--- config.mk ---
export PLATFORM = sky130hd
export DESIGN_NAME = mwis_top
export DESIGN_NICKNAME = d
export VERILOG_FILES = /design/src/rtl/mwis_pkg.sv /design/src/rtl/mwis_top.sv /design/src/rtl/mwis_evt_sticky.sv /design/src/rtl/mwis_ahb_slave.sv
export VERILOG_INCLUDE_DIRS = /design/src /design/src/rtl
export SDC_FILE = /design/constraint.sdc
export NUM_CORES = 1
export LEC_CHECK = 0
export BUFFER_PORTS_ARGS = -buffer_cell sky130_fd_sc_hd__buf_2
export CAP_MARGIN = 20
export CORE_MARGIN = 2
export CORE_UTILIZATION = 28
export DETAILED_ROUTE_END_ITERATION = 8
export GPL_TIMING_DRIVEN = 0
export PLACE_DENSITY = 0.62
export REMOVE_ABC_BUFFERS = 1
export SKIP_CTS_REPAIR_TIMING = 1
export SLEW_MARGIN = 30
export SYNTH_ARGS = -nofsm -noshare
export SYNTH_HDL_FRONTEND = slang
export SYNTH_SLANG_ARGS = --single-unit
--- constraint.sdc ---
create_clock -name hclk -period 1.8 [get_ports hclk]
set_clock_uncertainty 0.15 [all_clocks]
set_input_delay 0.18 -clock hclk [delete_from_list [all_inputs] [get_ports hclk]]
set_output_delay 0.18 -clock hclk [all_outputs]
set_load 0.01 [all_outputs]
--- src/rtl/mwis_cfg.svh ---
`ifndef MWIS_CFG_SVH
`define MWIS_CFG_SVH

// register byte offsets, low address byte, word aligned
`define MWIS_OFS_MISC_EN    8'h00
`define MWIS_OFS_RXTH_STAT  8'h04
`define MWIS_OFS_RX_STAT    8'h08
`define MWIS_OFS_TX_STAT    8'h0c
`define MWIS_OFS_MISC_STAT  8'h10
`define MWIS_OFS_MISC_ALIAS 8'h14
`define MWIS_OFS_EVT_STAT   8'h18
`define MWIS_OFS_EVT_MASK   8'h1c

// field widths
`define MWIS_MISC_W 4
`define MWIS_CHAN_N 8
`define MWIS_EVT_W  7

// miscellaneous field positions, shared by enable and status
`define MWIS_BIT_STAT 3
`define MWIS_BIT_HOST 2
`define MWIS_BIT_LINK 1
`define MWIS_BIT_USER 0

// event status and mask positions above the misc bits
`define MWIS_EVT_RXTH 4
`define MWIS_EVT_RX   5
`define MWIS_EVT_TX   6

// reset values
`define MWIS_RST_MISC_EN 4'h0
`define MWIS_RST_PEND    8'h00
`define MWIS_RST_EVT     7'h00
`define MWIS_RST_WORD    32'h0000_0000

// bus encodings
`define MWIS_HSIZE_WORD 3'h2
`define MWIS_HRESP_OKAY 1'h0

`endif

--- src/rtl/mwis_pkg.sv ---
package mwis_pkg;

  typedef enum logic [0:0] {
    MWIS_ST_IDLE   = 1'b0,
    MWIS_ST_RDWAIT = 1'b1
  } mwis_bus_state_t;

  typedef logic [7:0]  mwis_addr_t;
  typedef logic [31:0] mwis_word_t;
  typedef logic [3:0]  mwis_misc_t;
  typedef logic [7:0]  mwis_chan_t;
  typedef logic [6:0]  mwis_evt_t;

endpackage

--- src/rtl/mwis_top.sv ---
// The AHB-Lite slave port and the placing of the registers were decided locally.
`timescale 1ns/100ps
`default_nettype none
`include "mwis_cfg.svh"

// Functional notes
// - enable bit 3 gates statistics interrupt
// - enable bit 2 gates host error interrupt
// - enable bit 1 gates link change interrupt
// - enable bit 0 gates user command interrupt
// - per-channel receive-threshold pending, bits 7..0
// - per-channel receive pending, bits 7..0
// - per-channel transmit pending, bits 7..0
// - misc status read-only, resets zero, bits 3..0
// - misc status bit follows source pending level
module mwis_top (
  // clock and reset
  input  wire logic                 hclk,
  input  wire logic                 hresetn,
  // ahb-lite register bus
  input  wire logic                 hsel,
  input  wire logic [31:0]          haddr,
  input  wire logic [1:0]           htrans,
  input  wire logic                 hwrite,
  input  wire logic [2:0]           hsize,
  input  wire logic [31:0]          hwdata,
  input  wire logic                 hready,
  output var  logic                 hreadyout,
  output var  logic                 hresp,
  output var  mwis_pkg::mwis_word_t hrdata,
  // miscellaneous pending levels from the mac and management units
  input  wire logic                 statistics_irq,
  input  wire logic                 host_error_irq,
  input  wire logic                 link_change_irq,
  input  wire logic                 user_cmd_done_irq,
  // per-channel pending levels
  input  wire mwis_pkg::mwis_chan_t rx_threshold_irq,
  input  wire mwis_pkg::mwis_chan_t rx_irq,
  input  wire mwis_pkg::mwis_chan_t tx_irq,
  // enabled miscellaneous interrupts toward the host
  output var  logic                 statistics_irq_host_q,
  output var  logic                 host_error_irq_host_q,
  output var  logic                 link_change_irq_host_q,
  output var  logic                 user_cmd_done_irq_host_q,
  // summary interrupt
  output var  logic                 irq_q
);
  import mwis_pkg::*;

  ////////////////////////////////////////////////////////////////////////
  // declarations

  mwis_misc_t misc_irq_enable_q;
  mwis_misc_t misc_irq_status_q;
  mwis_chan_t rx_threshold_pending_bits_q;
  mwis_chan_t rx_pending_bits_q;
  mwis_chan_t tx_pending_bits_q;
  mwis_evt_t  evt_mask_q;
  mwis_evt_t  evt_flag;
  mwis_evt_t  evt_src;
  mwis_evt_t  evt_clr;

  logic       wr_en;
  mwis_addr_t wr_addr;
  mwis_word_t wr_data;
  mwis_addr_t rd_addr;
  mwis_word_t rd_data;

  logic       statistics_irq_flag;
  logic       host_error_irq_flag;
  logic       link_change_irq_flag;
  logic       user_cmd_done_irq_flag;
  logic       wr_misc_en;
  logic       wr_evt_stat;
  logic       wr_evt_mask;

  ////////////////////////////////////////////////////////////////////////
  // bus slave

  mwis_ahb_slave u_bus (
    .hclk      (hclk),
    .hresetn   (hresetn),
    .hsel      (hsel),
    .haddr     (haddr),
    .htrans    (htrans),
    .hwrite    (hwrite),
    .hsize     (hsize),
    .hwdata    (hwdata),
    .hready    (hready),
    .hreadyout (hreadyout),
    .hresp     (hresp),
    .hrdata    (hrdata),
    .wr_en     (wr_en),
    .wr_addr   (wr_addr),
    .wr_data   (wr_data),
    .rd_addr   (rd_addr),
    .rd_data   (rd_data)
  );

  assign wr_misc_en  = wr_en && (wr_addr == `MWIS_OFS_MISC_EN);
  assign wr_evt_stat = wr_en && (wr_addr == `MWIS_OFS_EVT_STAT);
  assign wr_evt_mask = wr_en && (wr_addr == `MWIS_OFS_EVT_MASK);

  ////////////////////////////////////////////////////////////////////////
  // miscellaneous enable register, only bits 3..0 are writable

  always_ff @(posedge hclk or negedge hresetn) begin
    if (!hresetn) begin
      misc_irq_enable_q <= `MWIS_RST_MISC_EN;
    end else if (wr_misc_en) begin
      misc_irq_enable_q <= wr_data[`MWIS_MISC_W-1:0];
    end
  end

  ////////////////////////////////////////////////////////////////////////
  // miscellaneous pending capture; sources share hclk, no synchroniser

  always_ff @(posedge hclk or negedge hresetn) begin
    if (!hresetn) begin
      misc_irq_status_q <= `MWIS_RST_MISC_EN;
    end else begin
      misc_irq_status_q[`MWIS_BIT_STAT] <= statistics_irq;
      misc_irq_status_q[`MWIS_BIT_HOST] <= host_error_irq;
      misc_irq_status_q[`MWIS_BIT_LINK] <= link_change_irq;
      misc_irq_status_q[`MWIS_BIT_USER] <= user_cmd_done_irq;
    end
  end

  assign statistics_irq_flag    = misc_irq_status_q[`MWIS_BIT_STAT];
  assign host_error_irq_flag    = misc_irq_status_q[`MWIS_BIT_HOST];
  assign link_change_irq_flag   = misc_irq_status_q[`MWIS_BIT_LINK];
  assign user_cmd_done_irq_flag = misc_irq_status_q[`MWIS_BIT_USER];

  ////////////////////////////////////////////////////////////////////////
  // per-channel pending capture

  always_ff @(posedge hclk or negedge hresetn) begin
    if (!hresetn) begin
      rx_threshold_pending_bits_q <= `MWIS_RST_PEND;
    end else begin
      rx_threshold_pending_bits_q <= rx_threshold_irq;
    end
  end

  always_ff @(posedge hclk or negedge hresetn) begin
    if (!hresetn) begin
      rx_pending_bits_q <= `MWIS_RST_PEND;
    end else begin
      rx_pending_bits_q <= rx_irq;
    end
  end

  always_ff @(posedge hclk or negedge hresetn) begin
    if (!hresetn) begin
      tx_pending_bits_q <= `MWIS_RST_PEND;
    end else begin
      tx_pending_bits_q <= tx_irq;
    end
  end

  ////////////////////////////////////////////////////////////////////////
  // enabled interrupts toward the host
  // masking only gates the output; the captured pending stays visible

  always_ff @(posedge hclk or negedge hresetn) begin
    if (!hresetn) begin
      statistics_irq_host_q <= 1'b0;
    end else begin
      statistics_irq_host_q <= statistics_irq_flag &&
                               misc_irq_enable_q[`MWIS_BIT_STAT];
    end
  end

  always_ff @(posedge hclk or negedge hresetn) begin
    if (!hresetn) begin
      host_error_irq_host_q <= 1'b0;
    end else begin
      host_error_irq_host_q <= host_error_irq_flag &&
                               misc_irq_enable_q[`MWIS_BIT_HOST];
    end
  end

  always_ff @(posedge hclk or negedge hresetn) begin
    if (!hresetn) begin
      link_change_irq_host_q <= 1'b0;
    end else begin
      link_change_irq_host_q <= link_change_irq_flag &&
                                misc_irq_enable_q[`MWIS_BIT_LINK];
    end
  end

  always_ff @(posedge hclk or negedge hresetn) begin
    if (!hresetn) begin
      user_cmd_done_irq_host_q <= 1'b0;
    end else begin
      user_cmd_done_irq_host_q <= user_cmd_done_irq_flag &&
                                  misc_irq_enable_q[`MWIS_BIT_USER];
    end
  end

  ////////////////////////////////////////////////////////////////////////
  // sticky event flags: rising edge of each misc pending, and of
  // the OR of all channels in each per-channel group

  assign evt_src = {|tx_pending_bits_q,
                    |rx_pending_bits_q,
                    |rx_threshold_pending_bits_q,
                    misc_irq_status_q};

  // write one to clear; a clear never hides a same-cycle event
  assign evt_clr = wr_evt_stat ? wr_data[`MWIS_EVT_W-1:0] : `MWIS_RST_EVT;

  mwis_evt_sticky u_sticky (
    .hclk    (hclk),
    .hresetn (hresetn),
    .src     (evt_src),
    .clr     (evt_clr),
    .flag_q  (evt_flag)
  );

  ////////////////////////////////////////////////////////////////////////
  // event mask, same layout as the event flags

  always_ff @(posedge hclk or negedge hresetn) begin
    if (!hresetn) begin
      evt_mask_q <= `MWIS_RST_EVT;
    end else if (wr_evt_mask) begin
      evt_mask_q <= wr_data[`MWIS_EVT_W-1:0];
    end
  end

  // level output, one cycle behind the flags
  always_ff @(posedge hclk or negedge hresetn) begin
    if (!hresetn) begin
      irq_q <= 1'b0;
    end else begin
      irq_q <= |(evt_flag & evt_mask_q);
    end
  end

  ////////////////////////////////////////////////////////////////////////
  // read mux; reserved bits and unmapped offsets read zero

  always_comb begin
    rd_data = `MWIS_RST_WORD;
    case (rd_addr)
      `MWIS_OFS_MISC_EN: begin
        rd_data[`MWIS_MISC_W-1:0] = misc_irq_enable_q;
      end
      `MWIS_OFS_RXTH_STAT: begin
        rd_data[`MWIS_CHAN_N-1:0] = rx_threshold_pending_bits_q;
      end
      `MWIS_OFS_RX_STAT: begin
        rd_data[`MWIS_CHAN_N-1:0] = rx_pending_bits_q;
      end
      `MWIS_OFS_TX_STAT: begin
        rd_data[`MWIS_CHAN_N-1:0] = tx_pending_bits_q;
      end
      `MWIS_OFS_MISC_STAT: begin
        rd_data[`MWIS_MISC_W-1:0] = misc_irq_status_q;
      end
      `MWIS_OFS_MISC_ALIAS: begin
        // misc_status_alias: second name, same bits
        rd_data[`MWIS_MISC_W-1:0] = misc_irq_status_q;
      end
      `MWIS_OFS_EVT_STAT: begin
        rd_data[`MWIS_EVT_W-1:0] = evt_flag;
      end
      `MWIS_OFS_EVT_MASK: begin
        rd_data[`MWIS_EVT_W-1:0] = evt_mask_q;
      end
      default: begin
        rd_data = `MWIS_RST_WORD;
      end
    endcase
  end

endmodule
`default_nettype wire

--- src/rtl/mwis_evt_sticky.sv ---
`timescale 1ns/100ps
`default_nettype none
`include "mwis_cfg.svh"

module mwis_evt_sticky (
  // clock and reset
  input  wire logic             hclk,
  input  wire logic             hresetn,
  // event levels and write-one clear
  input  wire mwis_pkg::mwis_evt_t src,
  input  wire mwis_pkg::mwis_evt_t clr,
  // sticky flags
  output var  mwis_pkg::mwis_evt_t flag_q
);
  import mwis_pkg::*;

  mwis_evt_t src_prev_q;

  ////////////////////////////////////////////////////////////////////////
  genvar gi;
  generate
    for (gi = 0; gi < `MWIS_EVT_W; gi = gi + 1) begin : g_bit
      always_ff @(posedge hclk or negedge hresetn) begin
        if (!hresetn) begin
          src_prev_q[gi] <= 1'b0;
        end else begin
          src_prev_q[gi] <= src[gi];
        end
      end

      // a rising edge in the clear cycle is kept: set beats clear
      always_ff @(posedge hclk or negedge hresetn) begin
        if (!hresetn) begin
          flag_q[gi] <= 1'b0;
        end else if (src[gi] && !src_prev_q[gi]) begin
          flag_q[gi] <= 1'b1;
        end else if (clr[gi]) begin
          flag_q[gi] <= 1'b0;
        end
      end
    end
  endgenerate

endmodule
`default_nettype wire

--- src/rtl/mwis_ahb_slave.sv ---
`timescale 1ns/100ps
`default_nettype none
`include "mwis_cfg.svh"

module mwis_ahb_slave (
  // clock and reset
  input  wire logic                hclk,
  input  wire logic                hresetn,
  // ahb-lite slave side
  input  wire logic                hsel,
  input  wire logic [31:0]         haddr,
  input  wire logic [1:0]          htrans,
  input  wire logic                hwrite,
  input  wire logic [2:0]          hsize,
  input  wire logic [31:0]         hwdata,
  input  wire logic                hready,
  output var  logic                hreadyout,
  output var  logic                hresp,
  output var  mwis_pkg::mwis_word_t hrdata,
  // register file side
  output var  logic                wr_en,
  output var  mwis_pkg::mwis_addr_t wr_addr,
  output var  mwis_pkg::mwis_word_t wr_data,
  output var  mwis_pkg::mwis_addr_t rd_addr,
  input  wire mwis_pkg::mwis_word_t rd_data
);
  import mwis_pkg::*;

  mwis_bus_state_t st_q;
  logic            wr_pend_q;
  mwis_addr_t      addr_q;
  logic            take;

  ////////////////////////////////////////////////////////////////////////
  // htrans[1] covers nonseq and seq; sub-word writes are dropped
  assign take = hsel && hready && htrans[1];

  always_ff @(posedge hclk or negedge hresetn) begin
    if (!hresetn) begin
      addr_q    <= 8'h00;
      wr_pend_q <= 1'b0;
    end else if (take) begin
      addr_q    <= {haddr[7:2], 2'h0};
      wr_pend_q <= hwrite && (hsize == `MWIS_HSIZE_WORD);
    end else if (hready) begin
      wr_pend_q <= 1'b0;
    end
  end

  // reads take one wait state so a write just done is seen
  always_ff @(posedge hclk or negedge hresetn) begin
    if (!hresetn) begin
      st_q      <= MWIS_ST_IDLE;
      hreadyout <= 1'b1;
      hrdata    <= `MWIS_RST_WORD;
    end else begin
      case (st_q)
        MWIS_ST_IDLE: begin
          if (take && !hwrite) begin
            st_q      <= MWIS_ST_RDWAIT;
            hreadyout <= 1'b0;
          end
        end
        MWIS_ST_RDWAIT: begin
          st_q      <= MWIS_ST_IDLE;
          hreadyout <= 1'b1;
          hrdata    <= rd_data;
        end
        default: begin
          st_q      <= MWIS_ST_IDLE;
          hreadyout <= 1'b1;
        end
      endcase
    end
  end

  always_ff @(posedge hclk or negedge hresetn) begin
    if (!hresetn) begin
      hresp <= `MWIS_HRESP_OKAY;
    end else begin
      hresp <= `MWIS_HRESP_OKAY;
    end
  end

  assign wr_en   = wr_pend_q && hready;
  assign wr_addr = addr_q;
  assign wr_data = hwdata;
  assign rd_addr = addr_q;

endmodule
`default_nettype wire

==> reports/summary.json, run 1 <==
{
  "synth_top_family_by_area": "multiplexers",
  "numPortBuffers": 63,
  "hold_viol": 0,
  "max_clock_freq_ghz": 0.5597,
  "die-width_microns": 108.3,
  "antenna_found_initial": 0,
  "detail_route.first_pass.iterations": 5,
  "grt_start_max_net_pins": 48,
  "report.final.setup_viol": 0,
  "cts_made_buffers": 9,
  "tritoncts": "done",
  "synth_enable_flop_cells": 0,
  "cts_root_buffer": "sky130_fd_sc_hd__clkbuf_8",
  "worst_hold_slack_ps": 142.0,
  "syn2layout_area_growth_pct": 39.36,
  "arrival_ps": 1880,
  "cp-end-kind": "flop",
  "finalWirelength_microns": 7163,
  "place.detailed.instances": 425,
  "cts.path.max_buffers": 2,
  "synth_area_sq_um": 3045,
  "place.detailed.hpwl_microns": 4969,
  "multiplexer_area_fraction_after_synthesis_pct": 12.70,
  "routed-via-count": 2188,
  "floorplan.io_pins": 141,
  "yosys.area_share.simple_pct": 8.628,
  "final_common_cell": "sky130_fd_sc_hd__dfrtp_1",
  "grt_usage_pct": 12.53,
  "hold_crit_path_type": "in2async",
  "cts.clk_slew.worst_paths_ps": 80,
  "synth_seq_cells": 75,
  "synthesized_area_fraction_occupied_by_ao_oa_aoi_and_oai_cells_pct": 8.751,
  "layout.cells.most_common_list": "sky130_fd_sc_hd__dfrtp_1 (71), sky130_fd_sc_hd__buf_2 (62), sky130_fd_sc_hd__dlygate4sd3_1 (46)",
  "wire_length_of_the_first_global_routing_pass_microns": 10730,
  "avgSynthCellArea_sq_um": 13.36,
  "synthesized_area_fraction_occupied_by_adder_cells_pct": 0,
  "worst_ep_required_time_ps": 1890,
  "first_global_vias": 2038,
  "synth_seq_area_share_pct": 61.67,
  "post-route-drc-count": 0,
  "synthesis.instances": 228,
  "setup.worst_path.class": "reg2reg",
  "final.min_clock_period_ps": 1787,
  "insertedDiodeCount": 0,
  "tritoncts_num_sinks": 75,
  "clkLatencyLatePin_ps": 350,
  "synth.yosys.warnings": 0,
  "antenna_violating_nets_post_route": 0,
  "final_non_filler_cells": 497,
  "floorplan.rows": 38,
  "floorplan.die.height_microns": 108.3,
  "starting_drt_drc_count": 184,
  "cap_violations": 0,
  "num-nets-final": 454,
  "synth_top_flop_cell": "sky130_fd_sc_hd__dfrtp_1",
  "run_status": "finished, final reports clean",
  "detail_route.vias_per_cell": 4.402,
  "worst-r2r-setup-slack_ps": 10,
  "postLayoutCellArea_sq_um": 4244,
  "floorplan.core_area_sq_um": 10750,
  "timing.final.crit_share_pct": 99.26,
  "yosys.cell_types.count": 39,
  "vdd.ir_drop.worst_mv": 0.3794,
  "floorplan.initialDensity_pct": 28.34,
  "crit_fanout": 7,
  "static-leakage-power_uw": 0.001988,
  "die_area_sq_um": 11730,
  "powerDensity_nw_per_um2": 921.4,
  "wire_per_inst_microns": 14.41,
  "n_fill_cell": 1036,
  "final_weighted_congestion_of_routability_driven_global_placement": 0.7884,
  "rsz0062_at_grt": "true",
  "htreeDepth": 3,
  "slew_violations": 0,
  "async_flop_share_pct": 100.0,
  "worstSetupStartpointType": "flop",
  "drive_above_1_share_pct": 34.73,
  "synth_xor_area_share_pct": 0,
  "grt_overflow": 0,
  "placed_area_sq_um": 3435
}
## metrics by stage
step           worst slack (ps)  setup TNS (ps)  util [%]  power, uW
2_1_floorplan            -134.0          -545.6         -       2189
3_3_place_gp             -400.5           -9378     31.68       2408
3_5_place_dp             -418.5           -7529     31.96       2424
4_1_cts                  -417.2           -7539     33.94       3796
5_1_grt                  -20.38          -58.53     39.50       4100
6_report                  13.40               0     39.50       3910
## layer usage
layer / wire length (microns) / GRT usage (%) / vias up
met5: 0 / 0 / -
met4: 178 / 6.502 / 0
met3: 375 / 4.159 / 12
met2: 3538 / 18.96 / 84
met1: 3070 / 15.95 / 1077
li1: - / - / 1015
## registers in the layout, indices dropped and copies added, names as in the netlist, 6 cells and up
register	flops
u_sticky.src_prev_q	7
rx_threshold_pending_bits_q	8
u_bus.hrdata	8
evt_mask_q	7
u_sticky.flag_q	7
u_bus.rd_addr	6
rx_pending_bits_q	8
tx_pending_bits_q	8
## layout make-up
type                            instances  area (sq um)  share of cell area (%)
Clock buffer                           13         168.9                   3.980
Clock inverter                          3         43.79                   1.032
Inverter                                7         26.28                  0.6191
Multi-Input combinational cell        139          1035                   24.38
Sequential cell                        75          1889                   44.52
Tap cell                              140         175.2                   4.127
Timing Repair Buffer                  120         905.9                   21.34
## where the power goes
group          switching [uW]  internal, uW  total, uW
clock network             602           757       1360
logic                     287           344        631
registers                 120          1800       1920
total                    1010          2900       3910
## path summary, 6_finish.rpt
kind / from / endpoint / cells after the start
min reg2reg: misc_irq_status_q[3]$_DFF_PN0_ / u_sticky.src_prev_q[3]$_DFF_PN0_ / 0
max: u_bus.rd_addr[5]$_DFFE_PN0P_ / evt_mask_q[2]$_DFFE_PN0P_ / 4
min in group hclk: htrans[1] / u_bus.st_q$_DFF_PN0_ / 3
max in group asynchronous: hresetn / u_bus.hreadyout$_DFFE_PN1P_ / 3
min: hresetn / rx_pending_bits_q[5]$_DFF_PN0_ / 2
max reg2reg: u_bus.rd_addr[5]$_DFFE_PN0P_ / evt_mask_q[2]$_DFFE_PN0P_ / 4
## cells by family (layout without fill, tap and decap cells)
group                  after synthesis  in the layout
muxes                               30             30
buffers and inverters               38            143
AOI/OAI and AO/OA                   38             38
other                                1             25
and+or+nand+nor                     46             46
DFF                                 75             75
## critical path, cell delays in order (launching register included)
cell,delay (ps)
sky130_fd_sc_hd__dfrtp_1,420
sky130_fd_sc_hd__or3_4,450
sky130_fd_sc_hd__nor3_4,170
sky130_fd_sc_hd__buf_12,150
sky130_fd_sc_hd__mux2_2,330
## synth_stat cells, types with 4 or more instances
cell / count / area, sq um
sky130_fd_sc_hd__nor4_1: 6 / 37.54
sky130_fd_sc_hd__mux4_2: 5 / 112.6
sky130_fd_sc_hd__a21oi_1: 12 / 60.06
sky130_fd_sc_hd__nand2_1: 14 / 52.55
sky130_fd_sc_hd__a22o_1: 5 / 43.79
sky130_fd_sc_hd__nor2_1: 6 / 22.52
sky130_fd_sc_hd__dfrtp_1: 74 / 1852
sky130_fd_sc_hd__o2bb2ai_1: 4 / 35.03
sky130_fd_sc_hd__buf_4: 25 / 187.7
sky130_fd_sc_hd__mux2i_1: 6 / 60.06
sky130_fd_sc_hd__and2_1: 4 / 25.02
sky130_fd_sc_hd__inv_1: 6 / 22.52
sky130_fd_sc_hd__mux2_2: 19 / 214.0
Power figures use the tool's default switching activity.
==> run 2: changes to the inputs <==
--- a/config.mk
+++ b/config.mk
@@ -12,10 +12,11 @@
 export CORE_UTILIZATION = 28
 export DETAILED_ROUTE_END_ITERATION = 8
 export GPL_TIMING_DRIVEN = 0
-export PLACE_DENSITY = 0.62
+export PLACE_DENSITY = 0.59
 export REMOVE_ABC_BUFFERS = 1
 export SKIP_CTS_REPAIR_TIMING = 1
 export SLEW_MARGIN = 30
 export SYNTH_ARGS = -nofsm -noshare
 export SYNTH_HDL_FRONTEND = slang
+export SYNTH_HIERARCHICAL = 1
 export SYNTH_SLANG_ARGS = --single-unit
==> constraint.sdc (replaced) <==
create_clock -name hclk -period 1.8 [get_ports hclk]
set_clock_uncertainty 0.15 [all_clocks]
set_input_delay 0.54 -clock hclk [delete_from_list [all_inputs] [get_ports hclk]]
set_output_delay 0.54 -clock hclk [all_outputs]
set_load 0.01 [all_outputs]
==> run 2 against run 1 <==
- the flow now finishes with violations (setup timing)
- area after synthesis grew 38%
- non-clock buffer count shrank 20
- power grew 44%
- register-to-register slack got worse by 80 ps
- first-iteration DRC count is 41% lower
- wire length rose by 31%
- clock power is 54% higher
- fmax fell by 4.2%
- critical path type unchanged
- critical endpoint is now u_bus/hrdata[5]$_DFFE_PN0P_
==> reports/summary.json, run 2 <==
{
  "grt_usage": {"value": 12.09, "unit": "%", "change": "-0.43 points"},
  "num-nets-final": {"value": 506, "change": "+11%"},
  "timing.hold.worst_endpoint": "tx_pending_bits_q[3]$_DFF_PN0_",
  "largest_register_ffs": 32,
  "first_global_vias": {"value": 2649, "change": "+30%"},
  "timing_worst_slew_pin_value_ps": 510.2,
  "layout.cells.most_common_list": "sky130_fd_sc_hd__dfrtp_1 (94), sky130_fd_sc_hd__buf_2 (86), sky130_fd_sc_hd__mux2_4 (36)",
  "final_common_cell": "sky130_fd_sc_hd__dfrtp_1",
  "regToRegEndpoint": "u_bus/hrdata[5]$_DFFE_PN0P_",
  "syn2layout_area_growth_pct": 26.37,
  "finalPower": {"value": 5632, "unit": "uW", "change": "+44%"},
  "powerDensity": {"value": 1057, "unit": "nW/um^2", "change": "+15%"},
  "fin_util": {"value": 36.40, "unit": "%", "change": "-3.1 points"},
  "cts_made_buffers": {"value": 9, "change": "unchanged"},
  "synth.yosys.warnings": {"value": 6, "change": "+6"},
  "worst_hold_slack": {"value": 138.0, "unit": "ps", "change": "-3.947 ps"},
  "arrival": {"value": 1950, "unit": "ps", "change": "+70 ps"},
  "detail_route.vias_per_cell": {"value": 4.349, "change": "-1.2%"},
  "cp_cell_sequence": "mux4_2 > a32o_2 > mux2_4",
  "slew_violations": {"value": 0, "change": "unchanged"},
  "max_stage_delay": {"value": 540, "unit": "ps", "change": "+90 ps"},
  "worst-r2r-setup-slack": {"value": -70, "unit": "ps", "change": "-80 ps"},
  "floorplan.die.height": {"value": 126.7, "unit": "microns", "change": "+17%"},
  "rsz0062_at_grt": "true",
  "n_fill_cell": {"value": 1457, "change": "+41%"},
  "clkLatencyLatePin": {"value": 350, "unit": "ps", "change": "about the same"},
  "cts.clk_slew.worst_paths": {"value": 70, "unit": "ps", "change": "about the same"},
  "max_clock_freq": {"value": 0.5361, "unit": "GHz", "change": "-4.2%"},
  "floorplan.initialDensity": {"value": 28.80, "unit": "%", "change": "+0.46 points"},
  "tritoncts": "done",
  "die-width": {"value": 126.7, "unit": "microns", "change": "+17%"},
  "cp_top_family": "multiplexers",
  "worst_hold_path.num_cells": 1,
  "static-leakage-power": {"value": 0.002613, "unit": "uW", "change": "+31%"},
  "vdd.ir_drop.worst": {"value": 0.5619, "unit": "mV", "change": "+48%"},
  "grt_overflow": {"value": 0, "change": "unchanged"},
  "cp-end-kind": "flop",
  "worst_ep_required_time": {"value": 1890, "unit": "ps", "change": "about the same"},
  "grt_start_max_net_pins": {"value": 57, "change": "+19%"},
  "wire_per_inst": {"value": 15.81, "unit": "microns", "change": "+9.7%"},
  "antenna_violating_nets_post_route": {"value": 0, "change": "unchanged"},
  "r2r_cells": {"value": 3, "change": "-1"},
  "timing.final.crit_share": {"value": 103.6, "unit": "%", "change": "+4.4 points"},
  "path_buf_inv": {"value": 0, "change": "-1"},
  "cap_violations": {"value": 0, "change": "unchanged"},
  "synthesis.instances": {"value": 294, "change": "+29%"},
  "floorplan.core_area": {"value": 14640, "unit": "sq um", "change": "+36%"},
  "floorplan.rows": {"value": 44, "change": "+16%"},
  "finalWirelength": {"value": 9373, "unit": "microns", "change": "+31%"},
  "drive_above_1_share": {"value": 47.43, "unit": "%", "change": "+13 points"},
  "htreeDepth": {"value": 3, "change": "unchanged"},
  "final_weighted_congestion_of_routability_driven_global_placement": {"value": 0.7753, "change": "-1.7%"},
  "post-route-worst-setup-slack": {"value": -65.20, "unit": "ps", "change": "-78.60 ps"},
  "worstSetupStartpointType": "flop",
  "crit_fanout": {"value": 8, "change": "+1"},
  "multi_input_area": {"value": 1590, "unit": "sq um", "change": "+54%"},
  "final-seq-area": {"value": 2491, "unit": "sq um", "change": "+32%"},
  "violations": "setup timing",
  "placed_area": {"value": 4812, "unit": "sq um", "change": "+40%"},
  "wire_length_of_the_first_global_routing_pass": {"value": 14760, "unit": "microns", "change": "+38%"},
  "cts_root_buffer": "sky130_fd_sc_hd__clkbuf_16",
  "max_flop_register": "u_bus/hrdata",
  "detail_route.first_pass.iterations": {"value": 4, "change": "-1"},
  "synth_area": {"value": 4218, "unit": "sq um", "change": "+38%"},
  "postLayoutCellArea": {"value": 5330, "unit": "sq um", "change": "+26%"},
  "run_status": "complete, but fails checks",
  "avgSynthCellArea": {"value": 14.35, "unit": "sq um", "change": "+7.4%"},
  "critical_path.slowest_cell": "sky130_fd_sc_hd__mux4_2",
  "insertedDiodeCount": {"value": 0, "change": "unchanged"},
  "cts.path.max_buffers": {"value": 2, "change": "unchanged"},
  "final.min_clock_period": {"value": 1865, "unit": "ps", "change": "+78.60 ps"},
  "worst_hold_startpoint": "tx_irq[3]",
  "r2r_start": "u_bus/rd_addr[2]$_DFFE_PN0P_",
  "die_area": {"value": 16060, "unit": "sq um", "change": "+37%"},
  "hold_crit_path_type": "in2reg",
  "post-route-drc-count": {"value": 0, "change": "unchanged"},
  "numPortBuffers": {"value": 87, "change": "+38%"},
  "floorplan.io_pins": {"value": 141, "change": "unchanged"},
  "antenna_found_initial": {"value": 0, "change": "unchanged"},
  "report.final.setup_viol": {"value": 8, "change": "+8"},
  "place.detailed.hpwl": {"value": 6580, "unit": "microns", "change": "+32%"},
  "slew-limit-headroom_pct": 65.99,
  "tritoncts_num_sinks": {"value": 99, "change": "+32%"},
  "starting_drt_drc_count": {"value": 109, "change": "-41%"},
  "routed-via-count": {"value": 2579, "change": "+18%"},
  "hold_viol": {"value": 0, "change": "unchanged"},
  "setup.worst_path.class": "reg2reg"
}
## run 2: power by group
part	leakage, uW	total [uW]	switching (uW)	internal, uW
Clock	0.000156	2100	875	1230
Combinational	0.00127	899	384	515
Sequential	0.00119	2630	191	2440
Total	0.00261	5630	1450	4180
## run 2: routing by layer
metal | track usage, % | vias up | part of all wire [%]
met5 | 0 | - | 0
met4 | 5.042 | 0 | 1.9
met3 | 3.248 | 11 | 5.2
li1 | - | 1201 | -
met1 | 15.88 | 1295 | 46
met2 | 19.01 | 72 | 47
## run 2: worst max-delay path by stage
stage	startpoint	endpoint	depth (start not counted)
floorplan	u_bus/rd_addr[2]$_DFFE_PN0P_	u_bus/hrdata[4]$_DFFE_PN0P_	3
global placement	hresetn	u_bus/hrdata[10]$_DFFE_PN0P_	1
detailed placement	u_bus/rd_addr[2]$_DFFE_PN0P_	u_bus/hrdata[4]$_DFFE_PN0P_	3
CTS	u_bus/rd_addr[2]$_DFFE_PN0P_	u_bus/hrdata[5]$_DFFE_PN0P_	3
global route	u_bus/rd_addr[2]$_DFFE_PN0P_	u_bus/hrdata[7]$_DFFE_PN0P_	5
finish	u_bus/rd_addr[2]$_DFFE_PN0P_	u_bus/hrdata[5]$_DFFE_PN0P_	3
## run 2: cell type report
class / count / share of cell area (%)
Clock buffer: 9 / 4.225
Clock inverter: 7 / 1.854
Inverter: 18 / 1.268
Multi-Input combinational cell: 176 / 29.84
Sequential cell: 99 / 46.74
Tap cell: 184 / 4.319
Timing Repair Buffer: 100 / 11.76
## run 2: stage by stage
step / setup TNS, ps / setup slack, ps / std cells
floorplan: -5568 / -283.4 / 293
global placement: -122550 / -987.5 / 564
detailed placement: -12330 / -638.7 / 566
CTS: -12590 / -651.0 / 582
global route: -1022 / -114.3 / 593
finish: -270.5 / -65.20 / 593
==> run 3: changes to the inputs <==
--- a/config.mk
+++ b/config.mk
@@ -8,14 +8,16 @@
 export LEC_CHECK = 0
 export BUFFER_PORTS_ARGS = -buffer_cell sky130_fd_sc_hd__buf_2
 export CAP_MARGIN = 20
+export CELL_PAD_IN_SITES_DETAIL_PLACEMENT = 0
+export CELL_PAD_IN_SITES_GLOBAL_PLACEMENT = 1
 export CORE_MARGIN = 2
 export CORE_UTILIZATION = 28
 export DETAILED_ROUTE_END_ITERATION = 8
 export GPL_TIMING_DRIVEN = 0
-export PLACE_DENSITY = 0.59
+export PLACE_DENSITY = 0.69
 export REMOVE_ABC_BUFFERS = 1
 export SKIP_CTS_REPAIR_TIMING = 1
-export SLEW_MARGIN = 30
+export SLEW_MARGIN = 5
 export SYNTH_ARGS = -nofsm -noshare
 export SYNTH_HDL_FRONTEND = slang
 export SYNTH_HIERARCHICAL = 1
==> run 3 against run 2 <==
- the run ends with hold timing, setup timing left
- utilization fell by 0.33 points
- clock-buffer cell count rose by 3
- cell area fell by 0.92%
- critical path depth rose by 1
- non-clock buffer count fell by 4
==> reports/summary.json, run 3 (synthesis gave the netlist of run 2 again) <==
{
  "place.detailed.hpwl": {"value": 6635, "unit": "microns", "change": "+0.85%"},
  "final_common_cell": "sky130_fd_sc_hd__dfrtp_1",
  "worst-r2r-setup-slack": {"value": -70, "unit": "ps", "change": "about the same"},
  "wire_length_of_the_first_global_routing_pass": {"value": 14870, "unit": "microns", "change": "+0.75%"},
  "floorplan.die.height": {"value": 126.7, "unit": "microns", "change": "unchanged"},
  "r2r_cells": {"value": 4, "change": "+1"},
  "antenna_violating_nets_post_route": {"value": 0, "change": "unchanged"},
  "crit_fanout": {"value": 6, "change": "-2"},
  "max_flop_register": "u_bus/hrdata",
  "first_global_vias": {"value": 2714, "change": "+2.5%"},
  "tritoncts_num_sinks": {"value": 99, "change": "unchanged"},
  "num-nets-final": {"value": 502, "change": "-0.79%"},
  "grt_usage": {"value": 12.10, "unit": "%", "change": "about the same"},
  "detail_route.vias_per_cell": {"value": 4.379, "change": "+0.68%"},
  "clkLatencyLatePin": {"value": 340, "unit": "ps", "change": "about the same"},
  "violations": "hold timing, setup timing",
  "floorplan.rows": {"value": 44, "change": "unchanged"},
  "antenna_found_initial": {"value": 0, "change": "unchanged"},
  "floorplan.initialDensity": {"value": 28.80, "unit": "%", "change": "unchanged"},
  "cts_root_buffer": "sky130_fd_sc_hd__clkbuf_16",
  "grt_start_max_net_pins": {"value": 70, "change": "+23%"},
  "r2r_start": "u_bus/rd_addr[2]$_DFFE_PN0P_",
  "insertedDiodeCount": {"value": 0, "change": "unchanged"},
  "largest_register_ffs": {"value": 32, "change": "unchanged"},
  "arrival": {"value": 1950, "unit": "ps", "change": "about the same"},
  "run_status": "complete, but fails checks",
  "hold_viol": {"value": 16, "change": "+16"},
  "regToRegEndpoint": "u_bus/hrdata[6]$_DFFE_PN0P_",
  "slew_violations": {"value": 0, "change": "unchanged"},
  "numPortBuffers": {"value": 87, "change": "unchanged"},
  "worstSetupStartpointType": "flop",
  "cp-end-kind": "flop",
  "timing.final.crit_share": {"value": 103.8, "unit": "%", "change": "+0.15 points"},
  "tritoncts": "done",
  "rsz0062_at_grt": "true",
  "cts.clk_slew.worst_paths": {"value": 70, "unit": "ps", "change": "about the same"},
  "final_weighted_congestion_of_routability_driven_global_placement": {"value": 0.8005, "change": "+3.3%"},
  "drive_above_1_share": {"value": 46.91, "unit": "%", "change": "-0.52 points"},
  "cts_made_buffers": {"value": 9, "change": "unchanged"},
  "place.detailed.instances": {"value": 566, "change": "unchanged"},
  "finalPower": {"value": 5489, "unit": "uW", "change": "-2.5%"},
  "htreeDepth": {"value": 3, "change": "unchanged"},
  "finalWirelength": {"value": 9383, "unit": "microns", "change": "+0.11%"},
  "floorplan.core_area": {"value": 14640, "unit": "sq um", "change": "unchanged"},
  "routed-via-count": {"value": 2579, "change": "unchanged"},
  "die-width": {"value": 126.7, "unit": "microns", "change": "unchanged"},
  "static-leakage-power": {"value": 0.002568, "unit": "uW", "change": "-1.7%"},
  "worst_hold_slack": {"value": -21.58, "unit": "ps", "change": "-159.6 ps"},
  "floorplan.io_pins": {"value": 141, "change": "unchanged"},
  "cap_violations": {"value": 0, "change": "unchanged"},
  "detail_route.first_pass.iterations": {"value": 4, "change": "unchanged"},
  "layout.cells.most_common_list": "sky130_fd_sc_hd__dfrtp_1 (94), sky130_fd_sc_hd__buf_2 (86), sky130_fd_sc_hd__mux2_4 (36)",
  "die_area": {"value": 16060, "unit": "sq um", "change": "unchanged"},
  "wire_per_inst": {"value": 15.93, "unit": "microns", "change": "+0.79%"},
  "final.min_clock_period": {"value": 1868, "unit": "ps", "change": "+2.744 ps"},
  "pre_cts_ws": {"value": -662.9, "unit": "ps", "change": "-24.21 ps"},
  "timing.setup.tns": {"value": -409.3, "unit": "ps", "change": "-138.7 ps"},
  "vdd.ir_drop.worst": {"value": 0.3986, "unit": "mV", "change": "-29%"},
  "post-route-worst-setup-slack": {"value": -67.94, "unit": "ps", "change": "-2.744 ps"},
  "starting_drt_drc_count": {"value": 96, "change": "-12%"},
  "powerDensity": {"value": 1039, "unit": "nW/um^2", "change": "-1.6%"},
  "post-route-drc-count": {"value": 0, "change": "unchanged"},
  "final_non_filler_cells": {"value": 589, "change": "-0.67%"},
  "hold_crit_path_type": "in2async",
  "worst_ep_required_time": {"value": 1880, "unit": "ps", "change": "about the same"},
  "grt_overflow": {"value": 0, "change": "unchanged"},
  "report.final.setup_viol": {"value": 12, "change": "+4"},
  "cts.path.max_buffers": {"value": 2, "change": "unchanged"},
  "syn2layout_area_growth_pct": 25.22,
  "setup.worst_path.class": "reg2reg",
  "max_clock_freq": {"value": 0.5353, "unit": "GHz", "change": "-0.15%"}
}
run 3: changes by cell type in the layout (fill, tap and decap cells not counted), moves of 2 or more:
cell                       change
sky130_fd_sc_hd__buf_6         -2
sky130_fd_sc_hd__nor2_1        -2
sky130_fd_sc_hd__a32o_1        +3
sky130_fd_sc_hd__nor2_2        +2
sky130_fd_sc_hd__buf_12        +2
sky130_fd_sc_hd__clkbuf_8      +2
sky130_fd_sc_hd__a32o_2        -3
sky130_fd_sc_hd__buf_4         -2
run 3: area by class of cell:
| type | instances | area, sq um |
|---|---|---|
| Sequential cell | 99 | 2491 |
| Tap cell | 184 | 230.2 |
| Inverter | 18 | 67.56 |
| Multi-Input combinational cell | 176 | 1595 |
| Clock buffer | 12 | 256.5 |
| Timing Repair Buffer | 96 | 591.8 |
| Clock inverter | 4 | 48.80 |
| Fill cell | 1475 | 9363 |
run 3: critical path, cell delays in order, from the launching register on:
cell and delay (ps):
sky130_fd_sc_hd__dfrtp_4 500, sky130_fd_sc_hd__buf_12 150, sky130_fd_sc_hd__mux4_2 430, sky130_fd_sc_hd__a32o_1 270, sky130_fd_sc_hd__mux2_4 250
run 3: worst max-delay path by stage:
stage	slack, ps	startpoint	end
floorplan	-280	u_bus/rd_addr[2]$_DFFE_PN0P_	u_bus/hrdata[4]$_DFFE_PN0P_
global placement	-970	hresetn	u_bus/hrdata[27]$_DFFE_PN0P_
detailed placement	-660	u_bus/rd_addr[3]$_DFFE_PN0P_	u_sticky/flag_q[3]$_DFFE_PN0P_
CTS	-710	u_bus/rd_addr[3]$_DFFE_PN0P_	u_sticky/flag_q[6]$_DFFE_PN0P_
global route	-110	u_bus/rd_addr[2]$_DFFE_PN0P_	u_bus/hrdata[6]$_DFFE_PN0P_
finish	-70	u_bus/rd_addr[2]$_DFFE_PN0P_	u_bus/hrdata[6]$_DFFE_PN0P_
run 3: power breakdown:
group	switching, uW	leakage (uW)	total [uW]	internal, uW
sequential	194	0.00119	2630	2440
combinational	382	0.00123	884	502
clock	817	0.000153	1970	1150
total	1390	0.00257	5490	4100
run 3: routing by layer:
metal  routed length [microns]  global-route usage, %  share of wire [%]  vias up
met4                       146                  4.848                1.6        0
met3                       534                  2.995                5.7       10
met1                      4326                  16.12                 46     1308
met5                         0                      0                  0        -
li1                          -                      -                  -     1188
met2                      4376                  19.05                 47       73
run 3: stage by stage:
stage / util [%] / cell area, sq um
final: 36.06 / 5281
after floorplan: - / 4079
after CTS: 34.83 / 5101
after detailed placement: 32.75 / 4796
after global placement: 32.40 / 4745
after global routing: 36.06 / 5281
